**src/hw/pts_defs.svh**
```systemverilog
`ifndef PTS_DEFS_SVH
`define PTS_DEFS_SVH

// ====================================================================
// Register map
`define PTS_ADDR_W 12
`define PTS_OFF_CTRL 12'h000
`define PTS_OFF_CMD 12'h004
`define PTS_OFF_ROUTE 12'h008
`define PTS_OFF_CNT0_CFG 12'h00c
`define PTS_OFF_CNT1_CFG 12'h010
`define PTS_OFF_MON 12'h014
`define PTS_OFF_UI_LOAD 12'h018
`define PTS_OFF_CNT0_LOAD 12'h01c
`define PTS_OFF_CNT1_LOAD 12'h020
`define PTS_OFF_STATUS 12'h024
`define PTS_OFF_CNT0_VAL 12'h028
`define PTS_OFF_CNT1_VAL 12'h02c
`define PTS_OFF_CNT0_LATCH 12'h030
`define PTS_OFF_CNT1_LATCH 12'h034
`define PTS_CTRL_RST 11'h180

// ====================================================================
// Lines
`define PTS_LINES 10
`define PTS_SYNC_W 12
`define PTS_DIR_BASE 10
`define PTS_LINE_C1CLK 3
`define PTS_LINE_C1GATE 4
`define PTS_LINE_UPD 5
`define PTS_LINE_WF 6
`define PTS_LINE_C0CLK 8
`define PTS_LINE_C0GATE 9

// ====================================================================
// Timing
`define PTS_CLK_NS 8
`define PTS_CLK_KHZ 125000
`define PTS_TB_FAST_KHZ 20000
`define PTS_TB_SLOW_KHZ 100
`define PTS_ACC_W 18
`define PTS_SLOW_DIV (`PTS_CLK_KHZ / `PTS_TB_SLOW_KHZ)
`define PTS_SCAN_DLY_NS 50
`define PTS_SCAN_WID_NS 450
`define PTS_WF_WID_NS 25
`define PTS_UPD_WID_NS 50
`define PTS_STB_SLOW_NS 10000
`define PTS_STB_FAST_NS 1200
`define PTS_CYC_UP(ns) (((ns) + `PTS_CLK_NS - 1) / `PTS_CLK_NS)
`define PTS_SCAN_DLY_CYC `PTS_CYC_UP(`PTS_SCAN_DLY_NS)
`define PTS_SCAN_WID_CYC `PTS_CYC_UP(`PTS_SCAN_WID_NS)
`define PTS_WF_WID_CYC `PTS_CYC_UP(`PTS_WF_WID_NS)
`define PTS_UPD_WID_CYC `PTS_CYC_UP(`PTS_UPD_WID_NS)
`define PTS_STB_SLOW_HALF (`PTS_STB_SLOW_NS / (2 * `PTS_CLK_NS))
`define PTS_STB_FAST_HALF (`PTS_STB_FAST_NS / (2 * `PTS_CLK_NS))
`define PTS_STB_EDGES 16

`endif

```
**src/hw/pts_pkg.sv**
```systemverilog
package pts_pkg;

    typedef logic [3:0] pts_sel_t;
    typedef logic [15:0] pts_cnt_t;

    typedef struct packed {
        logic strobe_slow;
        logic strobe_hw;
        logic strobe_level;
        logic scan_rising;
        logic scan_en;
        logic posted_mode;
        logic sw_gate;
        logic update_ext;
        logic ui_src_ext;
        logic ui_src_low;
        logic ui_tb_slow;
    } pts_ctrl_t;

    typedef struct packed {
        logic [1:0] cnt_start;
        logic ui_stop;
        logic strobe_go;
    } pts_cmd_t;

    typedef struct packed {
        pts_sel_t wf_sel;
        logic wf_fall;
        pts_sel_t upd_sel;
        logic upd_fall;
        pts_sel_t uisrc_sel;
    } pts_route_t;

    typedef struct packed {
        pts_sel_t clk_sel;
        logic clk_fall;
        logic clk_ext;
        logic tb_slow;
        pts_sel_t gate_sel;
        logic gate_fall;
        logic out_toggle;
        logic out_low;
        logic dir_ext;
        logic dir_up;
    } pts_cnt_cfg_t;

    typedef struct packed {
        logic wf;
        logic upd;
        logic c0_clk;
        logic c0_gate;
        logic c1_clk;
        logic c1_gate;
        logic c0_out;
        logic c1_out;
    } pts_mon_t;

    typedef struct packed {
        pts_ctrl_t ctrl;
        pts_route_t route;
        pts_cnt_cfg_t [1:0] cfg;
        pts_mon_t mon;
        pts_cnt_t ui_load;
        pts_cnt_t [1:0] cnt_load;
        logic [11:0] s1;
        logic [11:0] s2;
        logic [11:0] s3;
        logic [17:0] fast_acc;
        logic [10:0] slow_cnt;
        logic ui_run;
        pts_cnt_t ui_cnt;
        logic ui_src_prev;
        logic [5:0] scan_dly;
        logic [5:0] scan_wid;
        logic [5:0] wf_wid;
        logic [5:0] upd_wid;
        logic [10:0] stb_half;
        logic [4:0] stb_edges;
        logic stb_low;
        pts_cnt_t [1:0] cnt;
        logic [1:0] run;
        pts_cnt_t [1:0] latch;
        logic [1:0] tc_state;
        logic pready_q;
        logic pslverr_q;
        logic [31:0] prdata_q;
        logic [9:0] pfi_o;
        logic [9:0] pfi_e;
        logic dac_upd;
        logic wf_go;
        logic mark_q;
        logic stb_out_n;
        logic [1:0] c_out;
    } pts_state_t;

endpackage

```
**src/hw/pts_top.sv**
```systemverilog
// Implementation choices: register access over APB and the register offsets.
`timescale 1ns/1ns
`include "pts_defs.svh"

module pts_top
    import pts_pkg::*;
(
    input wire logic pclk, // Bus and core clock
    input wire logic presetn, // Async reset, active low
    input wire logic psel, // APB select
    input wire logic penable, // APB enable
    input wire logic pwrite, // APB direction
    input wire logic [11:0] paddr, // APB byte address
    input wire logic [31:0] pwdata, // APB write data
    output logic pready, // APB ready
    output logic [31:0] prdata, // APB read data
    output logic pslverr, // APB error on unmapped address
    input wire logic [9:0] programmable_function_line_in, // Line levels
    output logic [9:0] programmable_function_line_out, // Monitor drive
    output logic [9:0] programmable_function_line_oe, // High while driving
    input wire logic digital_line_six, // Counter-0 direction
    input wire logic digital_line_seven, // Counter-1 direction
    input wire logic adc_convert_start, // Conversion start pulse
    input wire logic buffer_count_done, // Buffer counter expiry pulse
    output logic conversion_mark_pulse, // Scan-mark output level
    output logic conversion_mark_oe, // Scan-mark enable
    output logic external_latch_pulse_n, // Latch strobe, active low
    output logic waveform_start_trigger, // Waveform start pulse
    output logic dac_update, // DAC update pulse
    output logic counter0_output, // Counter-0 output level
    output logic counter0_output_oe, // Counter-0 output enable
    output logic counter1_output, // Counter-1 output level
    output logic counter1_output_oe // Counter-1 output enable
);

    pts_state_t st;
    pts_state_t n;

    // ====================================================================
    // Line selection
    function automatic logic pick_edge(logic [9:0] cur, logic [9:0] prev, pts_sel_t sel, logic fall);
        logic c;
        logic p;
        c = 1'b0;
        p = 1'b0;
        if (sel < 4'(`PTS_LINES)) begin
            c = cur[sel];
            p = prev[sel];
        end
        return fall ? (p & ~c) : (c & ~p);
    endfunction

    function automatic logic pick_level(logic [9:0] cur, pts_sel_t sel, logic inv);
        if (sel < 4'(`PTS_LINES)) begin
            return cur[sel] ^ inv;
        end
        return 1'b0;
    endfunction

    function automatic logic [32:0] read_reg(pts_state_t s, logic [11:0] a);
        logic hit;
        logic [31:0] d;
        hit = 1'b1;
        d = '0;
        case (a)
            `PTS_OFF_CTRL: d = 32'(s.ctrl);
            `PTS_OFF_CMD: d = '0;
            `PTS_OFF_ROUTE: d = 32'(s.route);
            `PTS_OFF_CNT0_CFG: d = 32'(s.cfg[0]);
            `PTS_OFF_CNT1_CFG: d = 32'(s.cfg[1]);
            `PTS_OFF_MON: d = 32'(s.mon);
            `PTS_OFF_UI_LOAD: d = 32'(s.ui_load);
            `PTS_OFF_CNT0_LOAD: d = 32'(s.cnt_load[0]);
            `PTS_OFF_CNT1_LOAD: d = 32'(s.cnt_load[1]);
            `PTS_OFF_STATUS: d = 32'({s.stb_edges != 5'h0, s.run, s.ui_run});
            `PTS_OFF_CNT0_VAL: d = 32'(s.cnt[0]);
            `PTS_OFF_CNT1_VAL: d = 32'(s.cnt[1]);
            `PTS_OFF_CNT0_LATCH: d = 32'(s.latch[0]);
            `PTS_OFF_CNT1_LATCH: d = 32'(s.latch[1]);
            default: hit = 1'b0;
        endcase
        return {hit, d};
    endfunction

    logic [9:0] lv;
    logic [9:0] lp;
    logic fast_tick;
    logic slow_tick;
    logic [17:0] acc_sum;
    logic wr;
    logic acc_first;
    pts_cmd_t cmd;
    logic [32:0] rd;
    logic wf_edge;
    logic ui_src_lvl;
    logic ui_tick;
    logic ui_event;
    logic upd_event;
    logic [1:0] c_tick;
    logic [1:0] c_gate_e;
    logic [1:0] c_up;
    logic [1:0] c_tc;
    logic [1:0] c_clk_mon;
    logic [1:0] c_gate_lvl;
    logic [10:0] stb_reload;

    // ====================================================================
    // Next-state logic
    always_comb begin
        n = st;
        lv = st.s2[9:0];
        lp = st.s3[9:0];
        fast_tick = 1'b0;
        slow_tick = 1'b0;
        cmd = '0;
        rd = read_reg(st, paddr);
        ui_tick = 1'b0;
        ui_event = 1'b0;
        c_tick = '0;
        c_gate_e = '0;
        c_up = '0;
        c_tc = '0;
        c_clk_mon = '0;
        c_gate_lvl = '0;
        n.dac_upd = 1'b0;
        n.wf_go = 1'b0;

        n.s1 = {digital_line_seven, digital_line_six, programmable_function_line_in};
        n.s2 = st.s1;
        n.s3 = st.s2;

        // Timebases as enable pulses
        acc_sum = st.fast_acc + 18'(`PTS_TB_FAST_KHZ);
        if (acc_sum >= 18'(`PTS_CLK_KHZ)) begin
            fast_tick = 1'b1;
            acc_sum = acc_sum - 18'(`PTS_CLK_KHZ);
        end
        n.fast_acc = acc_sum;
        if (st.slow_cnt == 11'(`PTS_SLOW_DIV - 1)) begin
            n.slow_cnt = '0;
            slow_tick = 1'b1;
        end else begin
            n.slow_cnt = st.slow_cnt + 11'h1;
        end

        // APB: one wait state, capture read data on first access cycle
        acc_first = psel & penable & ~st.pready_q;
        wr = psel & penable & st.pready_q & pwrite;
        n.pready_q = acc_first;
        if (acc_first) begin
            n.prdata_q = pwrite ? 32'h0000_0000 : rd[31:0];
            n.pslverr_q = ~rd[32];
        end
        if (wr & rd[32]) begin
            case (paddr)
                `PTS_OFF_CTRL: n.ctrl = pts_ctrl_t'(pwdata[$bits(pts_ctrl_t)-1:0]);
                `PTS_OFF_CMD: cmd = pts_cmd_t'(pwdata[$bits(pts_cmd_t)-1:0]);
                `PTS_OFF_ROUTE: n.route = pts_route_t'(pwdata[$bits(pts_route_t)-1:0]);
                `PTS_OFF_CNT0_CFG: n.cfg[0] = pts_cnt_cfg_t'(pwdata[$bits(pts_cnt_cfg_t)-1:0]);
                `PTS_OFF_CNT1_CFG: n.cfg[1] = pts_cnt_cfg_t'(pwdata[$bits(pts_cnt_cfg_t)-1:0]);
                `PTS_OFF_MON: n.mon = pts_mon_t'(pwdata[$bits(pts_mon_t)-1:0]);
                `PTS_OFF_UI_LOAD: n.ui_load = pwdata[15:0];
                `PTS_OFF_CNT0_LOAD: n.cnt_load[0] = pwdata[15:0];
                `PTS_OFF_CNT1_LOAD: n.cnt_load[1] = pwdata[15:0];
                default: n.ui_load = n.ui_load;
            endcase
        end

        // conversion start arms the mark delay
        if (adc_convert_start) begin
            n.scan_dly = 6'(`PTS_SCAN_DLY_CYC);
        end else if (st.scan_dly != 6'h0) begin
            n.scan_dly = st.scan_dly - 6'h1;
        end
        if (st.scan_dly == 6'h1) begin
            n.scan_wid = 6'(`PTS_SCAN_WID_CYC);
        end else if (st.scan_wid != 6'h0) begin
            n.scan_wid = st.scan_wid - 6'h1;
        end
        n.mark_q = n.ctrl.scan_en & ((n.scan_wid != 6'h0) ^ ~n.ctrl.scan_rising);

        stb_reload = st.ctrl.strobe_slow ? 11'(`PTS_STB_SLOW_HALF - 1) : 11'(`PTS_STB_FAST_HALF - 1);
        if (cmd.strobe_go & st.ctrl.strobe_hw & (st.stb_edges == 5'h0)) begin
            n.stb_edges = 5'(`PTS_STB_EDGES);
            n.stb_low = 1'b1;
            n.stb_half = stb_reload;
        end else if (st.stb_edges != 5'h0) begin
            if (st.stb_half == 11'h0) begin
                n.stb_half = stb_reload;
                n.stb_edges = st.stb_edges - 5'h1;
                n.stb_low = (st.stb_edges == 5'h1) ? 1'b0 : ~st.stb_low;
            end else begin
                n.stb_half = st.stb_half - 11'h1;
            end
        end
        n.stb_out_n = n.ctrl.strobe_hw ? ~n.stb_low : n.ctrl.strobe_level;

        wf_edge = pick_edge(lv, lp, st.route.wf_sel, st.route.wf_fall);
        n.wf_go = wf_edge;
        if (wf_edge) begin
            n.wf_wid = 6'(`PTS_WF_WID_CYC);
        end else if (st.wf_wid != 6'h0) begin
            n.wf_wid = st.wf_wid - 6'h1;
        end

        // interval clock from level input or timebase
        ui_src_lvl = pick_level(lv, st.route.uisrc_sel, st.ctrl.ui_src_low);
        n.ui_src_prev = ui_src_lvl;
        if (st.ctrl.ui_src_ext) begin
            ui_tick = ui_src_lvl & ~st.ui_src_prev;
        end else begin
            ui_tick = st.ctrl.ui_tb_slow ? slow_tick : fast_tick;
        end
        // interval counter start, stop and terminal event
        if (cmd.ui_stop | buffer_count_done) begin
            n.ui_run = 1'b0;
        end else if (wf_edge & ~st.ctrl.update_ext) begin
            n.ui_run = 1'b1;
            n.ui_cnt = st.ui_load;
        end else if (st.ui_run & ui_tick) begin
            if (st.ui_cnt == 16'h0000) begin
                ui_event = 1'b1;
                n.ui_cnt = st.ui_load;
            end else begin
                n.ui_cnt = st.ui_cnt - 16'h0001;
            end
        end

        // external update edge or internal event
        upd_event = st.ctrl.update_ext ? pick_edge(lv, lp, st.route.upd_sel, st.route.upd_fall) : ui_event;
        // software gate and posted mode qualify the update
        if (upd_event & st.ctrl.posted_mode & ~st.ctrl.sw_gate) begin
            // update issued on the next edge
            n.dac_upd = 1'b1;
            n.upd_wid = 6'(`PTS_UPD_WID_CYC);
        end else if (st.upd_wid != 6'h0) begin
            n.upd_wid = st.upd_wid - 6'h1;
        end

        // General-purpose counters
        for (int i = 0; i < 2; i++) begin
            // applied clock from line edge or timebase
            if (st.cfg[i].clk_ext) begin
                c_tick[i] = pick_edge(lv, lp, st.cfg[i].clk_sel, st.cfg[i].clk_fall);
                c_clk_mon[i] = pick_level(lv, st.cfg[i].clk_sel, st.cfg[i].clk_fall);
            end else begin
                c_tick[i] = st.cfg[i].tb_slow ? slow_tick : fast_tick;
                c_clk_mon[i] = c_tick[i];
            end
            c_gate_e[i] = pick_edge(lv, lp, st.cfg[i].gate_sel, st.cfg[i].gate_fall);
            c_gate_lvl[i] = pick_level(lv, st.cfg[i].gate_sel, st.cfg[i].gate_fall);
            c_up[i] = st.cfg[i].dir_ext ? st.s2[`PTS_DIR_BASE + i] : st.cfg[i].dir_up;
            c_tc[i] = c_up[i] ? (st.cnt[i] == 16'hffff) : (st.cnt[i] == 16'h0000);
            if (cmd.cnt_start[i]) begin
                n.cnt[i] = st.cnt_load[i];
                n.run[i] = 1'b1;
            end else begin
                // gate edge toggles run and latches count
                if (c_gate_e[i]) begin
                    n.run[i] = ~st.run[i];
                    n.latch[i] = st.cnt[i];
                end
                if (st.run[i] & c_tick[i]) begin
                    if (c_tc[i]) begin
                        n.cnt[i] = st.cnt_load[i];
                    end else if (c_up[i]) begin
                        n.cnt[i] = st.cnt[i] + 16'h0001;
                    end else begin
                        n.cnt[i] = st.cnt[i] - 16'h0001;
                    end
                end
            end
            // pulse or toggle on terminal count
            if (st.cfg[i].out_toggle) begin
                n.tc_state[i] = st.tc_state[i] ^ (st.run[i] & c_tick[i] & c_tc[i]);
            end else begin
                n.tc_state[i] = st.run[i] & c_tick[i] & c_tc[i];
            end
            n.c_out[i] = n.tc_state[i] ^ st.cfg[i].out_low;
        end

        n.pfi_o = '0;
        n.pfi_e = '0;
        n.pfi_o[`PTS_LINE_WF] = st.wf_wid != 6'h0;
        n.pfi_e[`PTS_LINE_WF] = st.mon.wf;
        n.pfi_o[`PTS_LINE_UPD] = st.upd_wid == 6'h0;
        n.pfi_e[`PTS_LINE_UPD] = st.mon.upd;
        n.pfi_o[`PTS_LINE_C0CLK] = c_clk_mon[0];
        n.pfi_e[`PTS_LINE_C0CLK] = st.mon.c0_clk;
        n.pfi_o[`PTS_LINE_C0GATE] = c_gate_lvl[0];
        n.pfi_e[`PTS_LINE_C0GATE] = st.mon.c0_gate;
        n.pfi_o[`PTS_LINE_C1CLK] = c_clk_mon[1];
        n.pfi_e[`PTS_LINE_C1CLK] = st.mon.c1_clk;
        n.pfi_o[`PTS_LINE_C1GATE] = c_gate_lvl[1];
        n.pfi_e[`PTS_LINE_C1GATE] = st.mon.c1_gate;
    end

    // ====================================================================
    // State register
    always_ff @(posedge pclk or negedge presetn) begin
        if (!presetn) begin
            st <= '0;
            st.ctrl <= `PTS_CTRL_RST;
            st.stb_out_n <= 1'b1;
        end else begin
            st <= n;
        end
    end

    // ====================================================================
    // Outputs
    assign pready = st.pready_q;
    assign prdata = st.prdata_q;
    assign pslverr = st.pslverr_q & st.pready_q;
    assign programmable_function_line_out = st.pfi_o;
    assign programmable_function_line_oe = st.pfi_e;
    assign conversion_mark_pulse = st.mark_q;
    assign conversion_mark_oe = st.ctrl.scan_en;
    assign external_latch_pulse_n = st.stb_out_n;
    assign waveform_start_trigger = st.wf_go;
    assign dac_update = st.dac_upd;
    assign counter0_output = st.c_out[0];
    assign counter0_output_oe = st.mon.c0_out;
    assign counter1_output = st.c_out[1];
    assign counter1_output_oe = st.mon.c1_out;

endmodule

```
**config.mk**
```make
export PLATFORM = sky130hd
export DESIGN_NAME = pts_top
export DESIGN_NICKNAME = d
export VERILOG_FILES = /design/src/hw/pts_pkg.sv /design/src/hw/pts_top.sv
export VERILOG_INCLUDE_DIRS = /design/src /design/src/hw
export SDC_FILE = /design/constraint.sdc
export NUM_CORES = 1
export LEC_CHECK = 0
export BUFFER_PORTS_ARGS = -buffer_cell sky130_fd_sc_hd__buf_4
export CORE_ASPECT_RATIO = 1.75
export CORE_MARGIN = 2
export CORE_UTILIZATION = 51
export DETAILED_ROUTE_END_ITERATION = 6
export GPL_ROUTABILITY_DRIVEN = 0
export MAX_ROUTING_LAYER = met4
export PLACE_DENSITY = 0.68
export REMOVE_ABC_BUFFERS = 1
export SLEW_MARGIN = 15
export SYNTH_ARGS = -nofsm -noshare
export SYNTH_HDL_FRONTEND = slang
export SYNTH_SLANG_ARGS = --single-unit
```
**constraint.sdc**
```tcl
create_clock -name pclk -period 4.23 [get_ports pclk]
set_input_delay 0.6345 -clock pclk [delete_from_list [all_inputs] [get_ports pclk]]
set_output_delay 0.6345 -clock pclk [all_outputs]
set_load 0.005 [all_outputs]
```
======== After elaboration in Yosys (flattened, before gate mapping) ========
Cells that the tools add are included.
operators by class
  add/subtract/negate cells ............... 14
  $lt $le $gt $ge ......................... 15
  equality and inequality tests ........... 18
  multiplexer cells ....................... 135
  bitwise logic cells ..................... 66
  reduce and logical (&&, ||, !) cells .... 37
operator list
  kind                     count
  $mux W16                 16
  $pmux W16 S13            1
  $mux W112                1
  $mux W1                  83
  $eq A12 B6 Y1 const B    6
  $mux W6                  9
  $bmux W1 S4              13
  $eq A12 B5 Y1 const B    4
  $logic_not A16 Y1        3
  $sub A16 B1 Y16 const B  3
  $lt A4 B5 Y1 const B     7
  $mux W17                 2
  $add A16 B1 Y16 const B  2
  $eq A16 B16 Y1 const B   2
  $mux W32                 1
  $and A1 B1 Y1            30
  $reduce_bool A6 Y1       5
  $lt A4 B4 Y1 const B     7
  $not A1 Y1               25
  $eq A12 B4 Y1 const B    2
  $reduce_and A2 Y1        12
  $sub A6 B1 Y6 const B    4
  $mux W11                 2
  $reduce_bool A2 Y1       11
  other kinds (23)         34
storage, ports and cells
  bits in registers ....................... 355
  bits of input ports ..................... 63
  output and inout bits ................... 63
  logic and storage cells ................. 364

======== Depth between registers and ports, before layout ========
Gate-level depths: netlist of the first run.
  depth in word-level cells ............... 15
  gate-level depth with buffers ........... 12
  depth with buffers taken out ............ 11

======== Worst setup path before layout of the first run ========
OpenSTA, ideal clock, no wires.
  path type ............................... register to register
  start point ............................. register st[309] in the netlist's numbering
  end point ............................... register st[111] in the netlist's numbering
  library setup time ...................... 0.087 ns
  data arrival time ....................... 3.492 ns
  data required time ...................... 4.143 ns
  slack ................................... 0.650 ns
  stages on the path, launching flop included .. 11
  buffers on the path ..................... 0
  clock period less this slack ............ 3.580 ns
  path through ............................ dfrtp_1 > mux2i_1 > ha_1 > o21ai_0 > a221oi_1 > a2111oi_0 > o21ai_0 > a41oi_1 > xnor2_1 > a41o_1 > a22oi_1
between the ends
  longest elaborated chain between the ends .. 5
  elaborated cells between the ends (all ways) .. 6
  classes of those cells .................. mux (6)
RTL lines
  element                              line                            text
  start: declaration                   pts_top.sv:36                   pts_state_t st;
  start signal: assignment             pts_top.sv:306                  st <= n;
  $mux W1 (*)                          pts_top.sv:252                  c_up[i] = st.cfg[i].dir_ext ? st.s2[`PTS_DIR_BASE + i] : st.cfg[i].dir_up;
  $mux W16 or $mux W1 (tied branches)  pts_top.sv:266, pts_top.sv:253
  $mux W16 (*)                         pts_top.sv:264                  if (c_tc[i]) begin
  $mux W16 (*)                         pts_top.sv:263                  if (st.run[i] & c_tick[i]) begin
  $mux W16 (*)                         pts_top.sv:254                  if (cmd.cnt_start[i]) begin
Mark *: on every way between the ends. The rest lies on a longest branch, timed or not. The select of a mux whose other input is x is not followed.
A chain may end at the register's enable or synchronous reset.

======== Worst setup path after layout of the first run ========
Same ends and word-level chain as after synthesis.

==> metrics list, run 1 <==
* Number of flops mapped to enable cells by yosys: 0
- Area growth syn-to-layout: 11.7%
- The analysis attributes to net switching a power of 2990 uW.
- Core Box Area: 35300 um^2
* Clk pwr share: 33.3%
- For this run, the slowest stage of the critical path takes 770 ps.
* Initial cell density of the core: 52.0%
- Routed WL: 52700 um
* Global-route wire length before repair: around 80000 um
* Least-Margin Pin Slew: 919 ps
* Final cell count without fillers: 2285
* Number of warnings printed during yosys synthesis: 0
- The first detailed-routing pass took 7 iterations.
- The worst setup path is of the register to register kind.
- Max-cap violations in this run came to 0.
- After the last flow step, the layout net total stands at 1910.
- Average cell area after synthesis: between 10 and 15 um^2
- STA puts the critical path data arrival time at 4280 ps.
- Endpoints failing setup: 0
- STA classifies the critical path startpoint as a register.
- Headroom to the max-slew limit came out at roughly 38%.
* Library cell contributing the largest single delay on the critical path: sky130_fd_sc_hd__a2111oi_0
- The wire-length estimate of the detail-placed layout is 39300 um.
- The mapped netlist covers 18300 um^2.
- The kind of cell with the highest combined delay along the critical path is compound AO/OA/AOI/OAI gates.
- Antenna Nets Post-Route: 0
* Cell Rows: 91
- Die height: 255 um
- The worst register-to-register path has a setup slack of 390 ps.
* Combinational group share of total power: a little under a quarter
* Shortest period the worst path allows: 3840 ps
- In the final layout, the share of cells above drive strength 1 is 21.0%.
* Switching Fraction: between 30% and 40%
- The repair_antennas step left the layout with diodes totalling 0.
- The count of buffers added on input and output ports is 85.
- Cell breakdown of the critical path: mux2i_2 > buf_4 > ha_1 > o21ai_0 > o21ai_0 > a2111oi_0 > o21ai_0 > a41oi_1 > xnor2_1 > a41o_1 > a22oi_1
- STA puts the critical path data required time at roughly 4700 ps.
* Most used flip-flop cell after synthesis: sky130_fd_sc_hd__dfrtp_1
- Sequential group share of total power: 43.6%
- Top-Level Pins: 126
* Share of flip-flops with an asynchronous set or reset: 100%
* Hold Buf Count CTS: 0
* Clock input transition at the sequential cells of the worst setup and hold paths: 60 ps
- Pin count of the biggest net entering global routing: 95
* Synthesized instance count: 1736
- Leakage component of the power: 0.00908 uW
- Timing-limited maximum frequency: 260 MHz
- By area the synthesized netlist is led by sky130_fd_sc_hd__dfrtp_1 45%, sky130_fd_sc_hd__mux2_2 9.4%, sky130_fd_sc_hd__ha_1 3.2%.
* Routed wire per std cell: between 20 and 25 um
- Global routing used 29.0% of the available tracks.
- Across the routed clock network, the largest skew measured is 26.7 ps.
- The detailed router finished its first iteration with 1105 violations.
- Number of antenna violations at the first check in global routing: 0
- Clock tree synthesis selected as its root buffer the cell sky130_fd_sc_hd__clkbuf_16.
* Critical path fanouts, max: 14
- VDD sags by at most ~0.00030 V.
- Pins over their slew limit: 0
- The clock tree synthesis step divided the H-tree into 2 levels.
- The total count of hold-check failures in the final report was 0.
* Most common library cells after synthesis: 333 x sky130_fd_sc_hd__dfrtp_1, 153 x sky130_fd_sc_hd__mux2_2, 147 x sky130_fd_sc_hd__nor2_1
- Number of gates resized after cts: 0
* Final setup margin: 385 ps
- Clock latency on the worst-skew pair, taken at its later pin, is 540 ps.
- Via count of the first global-routing pass: roughly 14000
- Internal power comes to 6480 uW.
* Most frequent cell on the critical path: sky130_fd_sc_hd__o21ai_0
* Sequential area share after synthesis: 45.9%
* DRC violation count after routing: 0
* Fraction of synthesized cell area taken by the top area cell type: 45.4%
- Clk buf depth: 3
- Die Outline Area: 37600 um^2
* WP buf/inv: 1
* Number of placed instances, taps included: 2227
- Number of distinct standard cells referenced by the synthesized netlist: 83
- Summed over all layers, the global routing overflow is 0.
- Inserted Clock Buffers: 34
* TritonCTS clock tree: done
- Status: finished, final reports clean
- Flip-flop and latch count after synthesis: 336
* Count of buffers added by post-CTS timing repair for setup: 0
- Sinks on Clock Net: 336
- Setup repair after global routing left no endpoint under its margin.
- Dividing the final minimum period by the clock period gives 90.9%.
- sky130_fd_sc_hd__dfrtp_1 is the most common cell in the netlist.
* Vias: 14400
- Chip width: around 150 um
- The worst setup path is captured at a register.
- Dividing the detail-routed via count by the number of cells gives 6.31.
* Final total negative setup slack: 0 ps
- In this run the power density over the cells is approximately 460 nW/um^2.
- Library cell with the largest summed area after synthesis: sky130_fd_sc_hd__dfrtp_1
- Min-delay worst type: input port to async pin
- Place WS: 506 ps
logic make-up after synthesis:
logic type               after synthesis  synth area share (%)
AO/OA/AOI/OAI                        390                  14.3
flip-flops                           336                  45.9
multiplexers                         227                  14.9
XOR/XNOR                              70                  3.34
buffers and inverters                178                  4.99
AND/OR/NAND/NOR                      485                  13.1
adder cells (fa/ha/maj)               49                  3.42
other                                  1                0.0204
power groups by stage:
stage                     registers, uW  logic, uW  clock network (uW)
final                              4130       2190                3150
after detailed placement           4160       2150                   0
after global placement             4130       2080                   0
after CTS                          4100       2170                3210
after global routing               4170       2450                3330
after floorplan                    3960       1630                   0
state kept, by name, summed over array words and instances (netlist names), 6 cells and up:
signal                          count
lp                                 10
n                                  20
programmable_function_line_out      6
prdata                             16
lv                                 10
st                                258
programmable_function_line_oe       6
layout make-up:
cell class | instances | area, um^2
clock buffers | 44 | 970
flip-flops and latches | 336 | 8410
multi-input cells | 1245 | 9140
fillers | 3029 | 14800
clock inverters | 14 | 183
inverters | 54 | 203
repair buffers | 127 | 998
well taps | 465 | 582
final timing paths:
check	startpoint	endpoint	depth (start not counted)
max in group asynchronous	presetn	lv[2]	2
setup reg to reg	st[309]	st[111]	11
min in group pclk	digital_line_seven	n[239]	1
hold reg to reg	n[233]	lv[5]	0
hold / removal	presetn	st[167]	1
setup / recovery	st[309]	st[111]	11
worst register-to-register path, stage by stage (launching register included):
cell and delay [ps]:
sky130_fd_sc_hd__dfrtp_1 400, sky130_fd_sc_hd__mux2i_2 520, sky130_fd_sc_hd__buf_4 320, sky130_fd_sc_hd__ha_1 300
sky130_fd_sc_hd__o21ai_0 110, sky130_fd_sc_hd__o21ai_0 220, sky130_fd_sc_hd__a2111oi_0 770, sky130_fd_sc_hd__o21ai_0 260
sky130_fd_sc_hd__a41oi_1 330, sky130_fd_sc_hd__xnor2_1 140, sky130_fd_sc_hd__a41o_1 250, sky130_fd_sc_hd__a22oi_1 130
stage by stage:
stage,hold slack (ps),utilization (%),total power (uW),area [um^2]
2_1_floorplan,331,-,5590,17700
3_3_place_gp,335,54.8,6210,19300
3_5_place_dp,336,54.8,6310,19300
4_1_cts,148,58.1,9480,20500
5_1_grt,194,58.1,9950,20500
6_report,149,58.1,9470,20500
metal layers:
layer	vias to the layer above	track usage, %	routed length [um]
met2	577	52.0	27600
met3	191	3.55	2840
met5	-	-	0
met4	0	17.4	3870
met1	7189	30.5	18400
li1	6451	-	-
placed cells by master, fill, tap and decap left out, types with 19 or more instances in the layout:
master,instances
sky130_fd_sc_hd__a21oi_1,98
sky130_fd_sc_hd__a221oi_1,31
sky130_fd_sc_hd__a22o_1,22
sky130_fd_sc_hd__a22oi_1,21
sky130_fd_sc_hd__buf_4,123
sky130_fd_sc_hd__clkbuf_16,35
sky130_fd_sc_hd__conb_1,24
sky130_fd_sc_hd__dfrtp_1,333
sky130_fd_sc_hd__ha_1,47
sky130_fd_sc_hd__inv_1,54
sky130_fd_sc_hd__mux2_2,153
sky130_fd_sc_hd__mux2i_1,51
sky130_fd_sc_hd__mux4_2,22
sky130_fd_sc_hd__nand2_1,88
sky130_fd_sc_hd__nand2b_1,20
sky130_fd_sc_hd__nand3_1,43
sky130_fd_sc_hd__nor2_1,147
sky130_fd_sc_hd__nor3_1,44
sky130_fd_sc_hd__nor4_1,28
sky130_fd_sc_hd__o21ai_0,82
sky130_fd_sc_hd__or3_1,19
sky130_fd_sc_hd__xnor2_1,45
sky130_fd_sc_hd__xor2_1,25
No activity file was read; power rests on OpenSTA's default activity.
==> run 2: changes to the inputs <==
- CORE_UTILIZATION: 51 -> 60
- PLACE_DENSITY: 0.68 -> 0.78
- SLEW_MARGIN: 15 -> unset
==> metrics list, run 2 (same netlist as run 1, synthesis figures left out) <==
- The critical path is of the register to register type.
* Area growth syn-to-layout: 10.7%
- Switching pwr: 2930 uW
- Dpl hpwl: 37300 um
- Worst IR Drop VDD: ~0.00033 V
- Setup violations remaining at the end of the flow were counted as 0.
* CP Launch Point: st[309]
* Switching Fraction: 31.8%
- Critical path fanouts, max: 14
- Count of buffers added by post-CTS timing repair for setup: 0
- Cells with a size suffix above 1 make up 20.9% of the layout.
* Most common cell after layout, fill and taps aside: sky130_fd_sc_hd__dfrtp_1
* Data required time at the worst endpoint: ~4700 ps
* Clk pwr share: 31.7%
* Final cycle utilization of the critical path: 88.3%
- Initial cell density of the core: approximately 60%
* Shortest period the worst path allows: ~3700 ps
- By instance count, the cell type seen most on the critical path is sky130_fd_sc_hd__o21ai_0.
* Status: finished, final reports clean
- Pins over their slew limit: 0
* Area used by multi-input combinational logic: just over 9000 um^2
* Final total negative setup slack: 0 ps
- The clock reaches the later pin of the worst-skew pair after 590 ps.
- Sinks on Clock Net: ~340
- Cell Rows: 84
- Timing would allow up to 268 MHz.
- The core region is 30100 um^2.
- Hold Buf Count CTS: 0
- Data arrives at the worst endpoint at 4240 ps.
- Counting tap cells, the placed design contains a total of 2150 instances.
- End of the worst register-to-register path: st[111]
- The library cells used most frequently in the layout, excluding fill and tap cells, are 333 x sky130_fd_sc_hd__dfrtp_1, 153 x sky130_fd_sc_hd__mux2_2, 147 x sky130_fd_sc_hd__nor2_1, 125 x sky130_fd_sc_hd__buf_4, 98 x sky130_fd_sc_hd__a21oi_1.
* Chip width: 136 um
- The worst register-to-register path has a setup slack of 490 ps.
* Least-Margin Pin Slew: 1110 ps
- The count of nets left with antenna violations once routing finished came out at 0.
- The via count of the first global-routing pass was 14700.
- Summing all flip-flop and latch instances after layout gives between 8000 and 9000 um^2.
- Nature of the critical path endpoint: register
- Measured in cells, the most critical reg-to-reg path has a length of 11.
- Min-delay worst type: input port to async pin
- Max-cap violations: 0
- Die Outline Area: 32000 um^2
* Sequential group share of total power: 44.6%
* Final cell count without fillers: approximately 2200
- Origin of the critical flop-to-flop path: st[309]
* Post-route total power: between 9000 and 10000 uW
- In this run the clock root is driven by a sky130_fd_sc_hd__clkbuf_16.
* Unrepaired setup endpoints after global routing: false
- Die height: 235 um
* Final setup margin: 495 ps
- Following the worst setup path forward leads to its endpoint at st[111].
- Count of H-tree levels built during CTS: 1
* Routed wire per std cell: 22.8 um
- The first detailed-routing pass ran for 6 iterations.
- For this run, the slowest stage of the critical path takes 700 ps.
- After filler insertion, the fill cell instance count of the layout stands at 2325.
- Global routing used 32.6% of the available tracks across all layers.
- The slowest stage of the critical path belongs to the cell sky130_fd_sc_hd__a2111oi_0.
- For this design the static power due to leakage is 0.00902 uW.
- Clock Skews: 22.1 ps
* Vias: 14700
- After clock tree synthesis, the repair step resized 0 gates.
- Inserted Clock Buffers: 30
- The share of total power dissipated in combinational logic is 23.7%.
- Count of buffers from port buffering: 85
- Top-Level Pins: 126
- For this run, design rule violations remaining after detail routing come to 0.
- Ranked by flip-flop count, first place goes to st.
- Power spread over the standard cell area amounts to 454 nW/um^2.
- Number of antenna cells inserted: 0
* Post-layout nets: 1907
- Critical path startpoint category: register
- Number of endpoints with negative hold slack in the final report: 0
* Clk buf depth: 3
* Per-cell via count in the routed design: between 6 and 7
- The initial antenna violation count was 0.
- Internal portion of total power: 6290 uW
- For this run the aggregate overflow at the end of global routing stands at 0.
- The register with the most flip-flops in the layout has 258 of them.
* Routed WL: 50300 um
- TritonCTS built the clock tree.
- DRC violation total after the first TritonRoute iteration: 1393
- Clock-pin slew was measured on the worst setup and hold paths at 70 ps.
* Global-route wire length before repair: between 70000 and 80000 um
* Pin count of the biggest net entering global routing: 131
- The signal on the critical path passes through mux2i_2 > buf_4 > ha_1 > o21ai_0 > a221oi_1 > a2111oi_0 > o21ai_0 > a41oi_1 > xnor2_1 > a41o_1 > a22oi_1.
* Place WS: 617 ps
- In this run the tightest slew margin relative to its limit is 26.1%.
## run 2: cell count changes in the layout (fill, tap and decap cells not counted), sizes merged
cell / change
buf: +1
clkbuf: -1
clkinv: -2
clkinvlp: +1
inv: -1
## run 2: final cells by class
type / instances / share of cell area (%)
sequential: 336 / 41.4
clock buffer: 43 / 4.28
inverter: 54 / 0.999
clock inverter: 12 / 0.900
multi-input combinational: 1245 / 45.1
tap: 387 / 2.39
timing repair buffer: 128 / 4.89
## run 2: worst min-delay path by stage
| stage | start | endpoint | slack [ps] |
|---|---|---|---|
| final | presetn | programmable_function_line_out[6] | 80 |
| after global routing | programmable_function_line_in[9] | n[237] | 130 |
| after CTS | programmable_function_line_in[9] | n[237] | 140 |
| after detailed placement | n[239] | n[227] | 340 |
| after global placement | n[230] | lv[2] | 330 |
| after floorplan | n[228] | lv[0] | 330 |
## run 2: power by group through the flow
stage / Combinational [uW] / Sequential (uW) / Clock, uW
finish: 2180 / 4120 / 2920
CTS: 2160 / 4090 / 2950
detailed placement: 2150 / 4140 / 0
floorplan: 1630 / 3960 / 0
global placement: 2050 / 4120 / 0
global route: 2420 / 4150 / 3080
## run 2: metal layers
metal,track usage [%],share of wire (%),vias up
met5,-,0,-
met3,3.68,5.6,266
met2,55.9,52,668
met4,20.6,7.6,0
met1,35.5,35,7274
li1,-,-,6454
## run 2: worst max-delay path, delay by kind of cell (launching register included)
family / cells / cell delay, ps
AO/OA/AOI/OAI: 7 / 1960
buffers and inverters: 1 / 320
multiplexers: 1 / 520
XOR/XNOR: 1 / 110
adder cells (fa/ha/maj): 1 / 300
flip-flops: 1 / 410
## run 2: stage by stage
stage               area (um^2)  util [%]  hold slack, ps
floorplan                 17700         -             331
global placement          19200      64.0             334
detailed placement        19200      64.0             336
CTS                       20300      67.5             137
global route              20300      67.5             135
finish                    20300      67.5            78.0
==> run 3: changes to the inputs <==
- PLACE_DENSITY: 0.78 -> 0.79
- SETUP_SLACK_MARGIN: unset -> 0.4
==> metrics list, run 3 (same netlist as run 1, synthesis figures left out) <==
- Sinks on Clock Net: 336
- After routing, the total negative slack on setup checks comes to 0 ps.
- DRC violation total after the first TritonRoute iteration: around 1300
- Leakage component of the power: 0.00906 uW
- Max-cap violations in this run came to 0.
- Pin count of the biggest net entering global routing: approximately 110
- Root buffer cell: sky130_fd_sc_hd__clkbuf_16
- Routing usage on met2: 54.8%
* Power per unit of standard cell area: about 460 nW/um^2
- Input and output buffers added on the ports amount to 85.
* Critical path startpoint category: register
- Sequential cell area in the final layout: roughly 8400 um^2
* Critical path fanouts, max: 14
- In this run the most used layer during global routing was met2.
- Routed WL: around 50000 um
- Max reg flops: 258
- TritonCTS clock tree: done
- The library cell used most frequently in the layout, excluding fill and tap cells, is sky130_fd_sc_hd__dfrtp_1.
- Buffers inserted during clock tree synthesis total 31.
- The clock passes through at most 3 buffers.
- CTS built an H-tree with a depth of 1.
- The die is 136 um wide.
- Slew margin rel.: 21.5%
- The first global-routing pass estimated 78100 um of wire.
- For the final database, setup skew stands at roughly 21 ps.
- Pins over their slew limit: 0
- The worst setup path is captured at a register.
- Cell family contributing the most delay on the critical path: compound AO/OA/AOI/OAI gates
- The total count of hold-check failures in the final report was 0.
- Layout cells sized above 1: 21.2%
* Initial cell density of the core: about 60%
- By instance count, the cell type seen most on the critical path is sky130_fd_sc_hd__o21ai_0.
- After filler insertion, the fill cell instance count of the layout stands at 2260.
* Via count of the first global-routing pass: 14500
- Setup violations remaining at the end of the flow were counted as 0.
- Routed wire per std cell: 22.5 um
- Top-Level Pins: 126
- In the layout the commonest cells are 333 x sky130_fd_sc_hd__dfrtp_1, 153 x sky130_fd_sc_hd__mux2_2, 147 x sky130_fd_sc_hd__nor2_1, 125 x sky130_fd_sc_hd__buf_4, 98 x sky130_fd_sc_hd__a21oi_1.
- Data required time at the worst endpoint: 4710 ps
- Die height: 235 um
- Post-layout nets: about 1900
* DRC violation count after routing: 0
- Global routing used 32.3% of the available tracks across all layers.
- Vias: 14500
- Number of antenna cells inserted: 0
* Library cell contributing the largest single delay on the critical path: sky130_fd_sc_hd__a2111oi_1
* GR Layer Usage met1: 35.3%
* Status: finished, final reports clean
- Final cycle utilization of the critical path: 85.0%
- Total congestion overflow: 0
- Cell breakdown of the critical path: mux2i_2 > buf_4 > ha_1 > o21ai_0 > a221oi_1 > a2111oi_1 > o21ai_0 > a41oi_1 > xnor2_1 > o21ai_0 > a22oi_1
- After detailed routing, the number of vias per cell comes to between 6 and 7.
- IR analysis of the VDD net gives a maximum drop of 0.000386 V.
* Least-Margin Pin Slew: 1170 ps
- Maximum cell stage delay along the critical path: 620 ps
- After clock tree synthesis, the flow added hold-fix buffers numbering 0.
- The routed design could run at a clock period as short as 3600 ps.
* Clock latency on the worst-skew pair: 600 ps
- Critical path start-end classification: register to register
- After floorplanning, the core was divided into 84 placement rows.
- Clock-pin slew was measured on the worst setup and hold paths at 70 ps.
- Compared with the post-synthesis result, the final layout area differs by 11.0%.
* Area used by multi-input combinational logic: 9140 um^2
* Die Outline Area: 32000 um^2
- Unrepaired setup endpoints after global routing: false
* Core Box Area: ~30000 um^2
- After legalization and detailed placement, the total HPWL measured between 30000 and 40000 um.
- Antenna Nets Post-Route: 0
- Timing-limited maximum frequency: 278 MHz
- WP buf/inv: 1
- Register name with the most flops: st
- Number of antenna violations at the first check in global routing: 0
* Critical Path AT: 4080 ps
- Measured on the finished design, the core utilization comes to slightly below 70%.
- Min-delay worst type: input port to async pin
- Global routing usage on met3: 4.16%
- Initial DRT Pass Iterations: 6
-- run 3: report_power, final --
group          leakage, uW  total [uW]  switching, uW  internal, uW
Sequential         0.00425        4120            508          3610
Combinational      0.00427        2210           1200          1010
Clock             0.000540        2990           1290          1710
Total              0.00906        9320           2990          6330
-- run 3: stage by stage --
stage / total power, uW / cell area (um^2) / instances / hold slack (ps) / setup WS [ps]
floorplan: 5590 / 17700 / 1635 / 331 / 468
global placement: 6200 / 19200 / 2148 / 336 / 609
detailed placement: 6320 / 19200 / 2148 / 335 / 506
CTS: 9290 / 20300 / 2206 / 135 / 497
global route: 9750 / 20300 / 2209 / 132 / 475
finish: 9320 / 20300 / 2209 / 83.7 / 633
-- run 3: worst reg2reg max path: stages, from the launching register on --
cell	delay [ps]
sky130_fd_sc_hd__dfrtp_1	400
sky130_fd_sc_hd__mux2i_2	530
sky130_fd_sc_hd__buf_4	330
sky130_fd_sc_hd__ha_1	290
sky130_fd_sc_hd__o21ai_0	150
sky130_fd_sc_hd__a221oi_1	180
sky130_fd_sc_hd__a2111oi_1	620
sky130_fd_sc_hd__o21ai_0	230
sky130_fd_sc_hd__a41oi_1	280
sky130_fd_sc_hd__xnor2_1	160
sky130_fd_sc_hd__o21ai_0	100
sky130_fd_sc_hd__a22oi_1	210
-- run 3: layout make-up --
cell class / instances / area share, %
inverters: 54 / 1.01
clock inverters: 16 / 0.867
flip-flops and latches: 336 / 41.3
multi-input cells: 1245 / 44.9
clock buffers: 42 / 4.51
repair buffers: 129 / 4.98
well taps: 387 / 2.38
-- run 3: what timing repair did --
item,CTS,global route
endpoints found under the setup margin,0,2
buffers inserted,0,3
gates resized for setup,0,2
-- run 3: path summary, 6_finish.rpt --
| check | from | to | slack [ps] | cells after the start |
|---|---|---|---|---|
| max | st[309] | st[111] | 630 | 11 |
| min | presetn | st[184] | 80 | 1 |
| max reg2reg | st[309] | st[111] | 630 | 11 |
| min reg2reg | n[239] | n[227] | 350 | 0 |
| max in group asynchronous | presetn | lv[4] | 3060 | 2 |
| min in group pclk | programmable_function_line_in[9] | n[237] | 140 | 1 |
-- run 3: layer usage --
| layer | vias up | wire [um] |
|---|---|---|
| li1 | 6458 | - |
| met3 | 225 | 2750 |
| met1 | 7192 | 17400 |
| met2 | 660 | 25900 |
| met4 | 0 | 3640 |
| met5 | - | 0 |
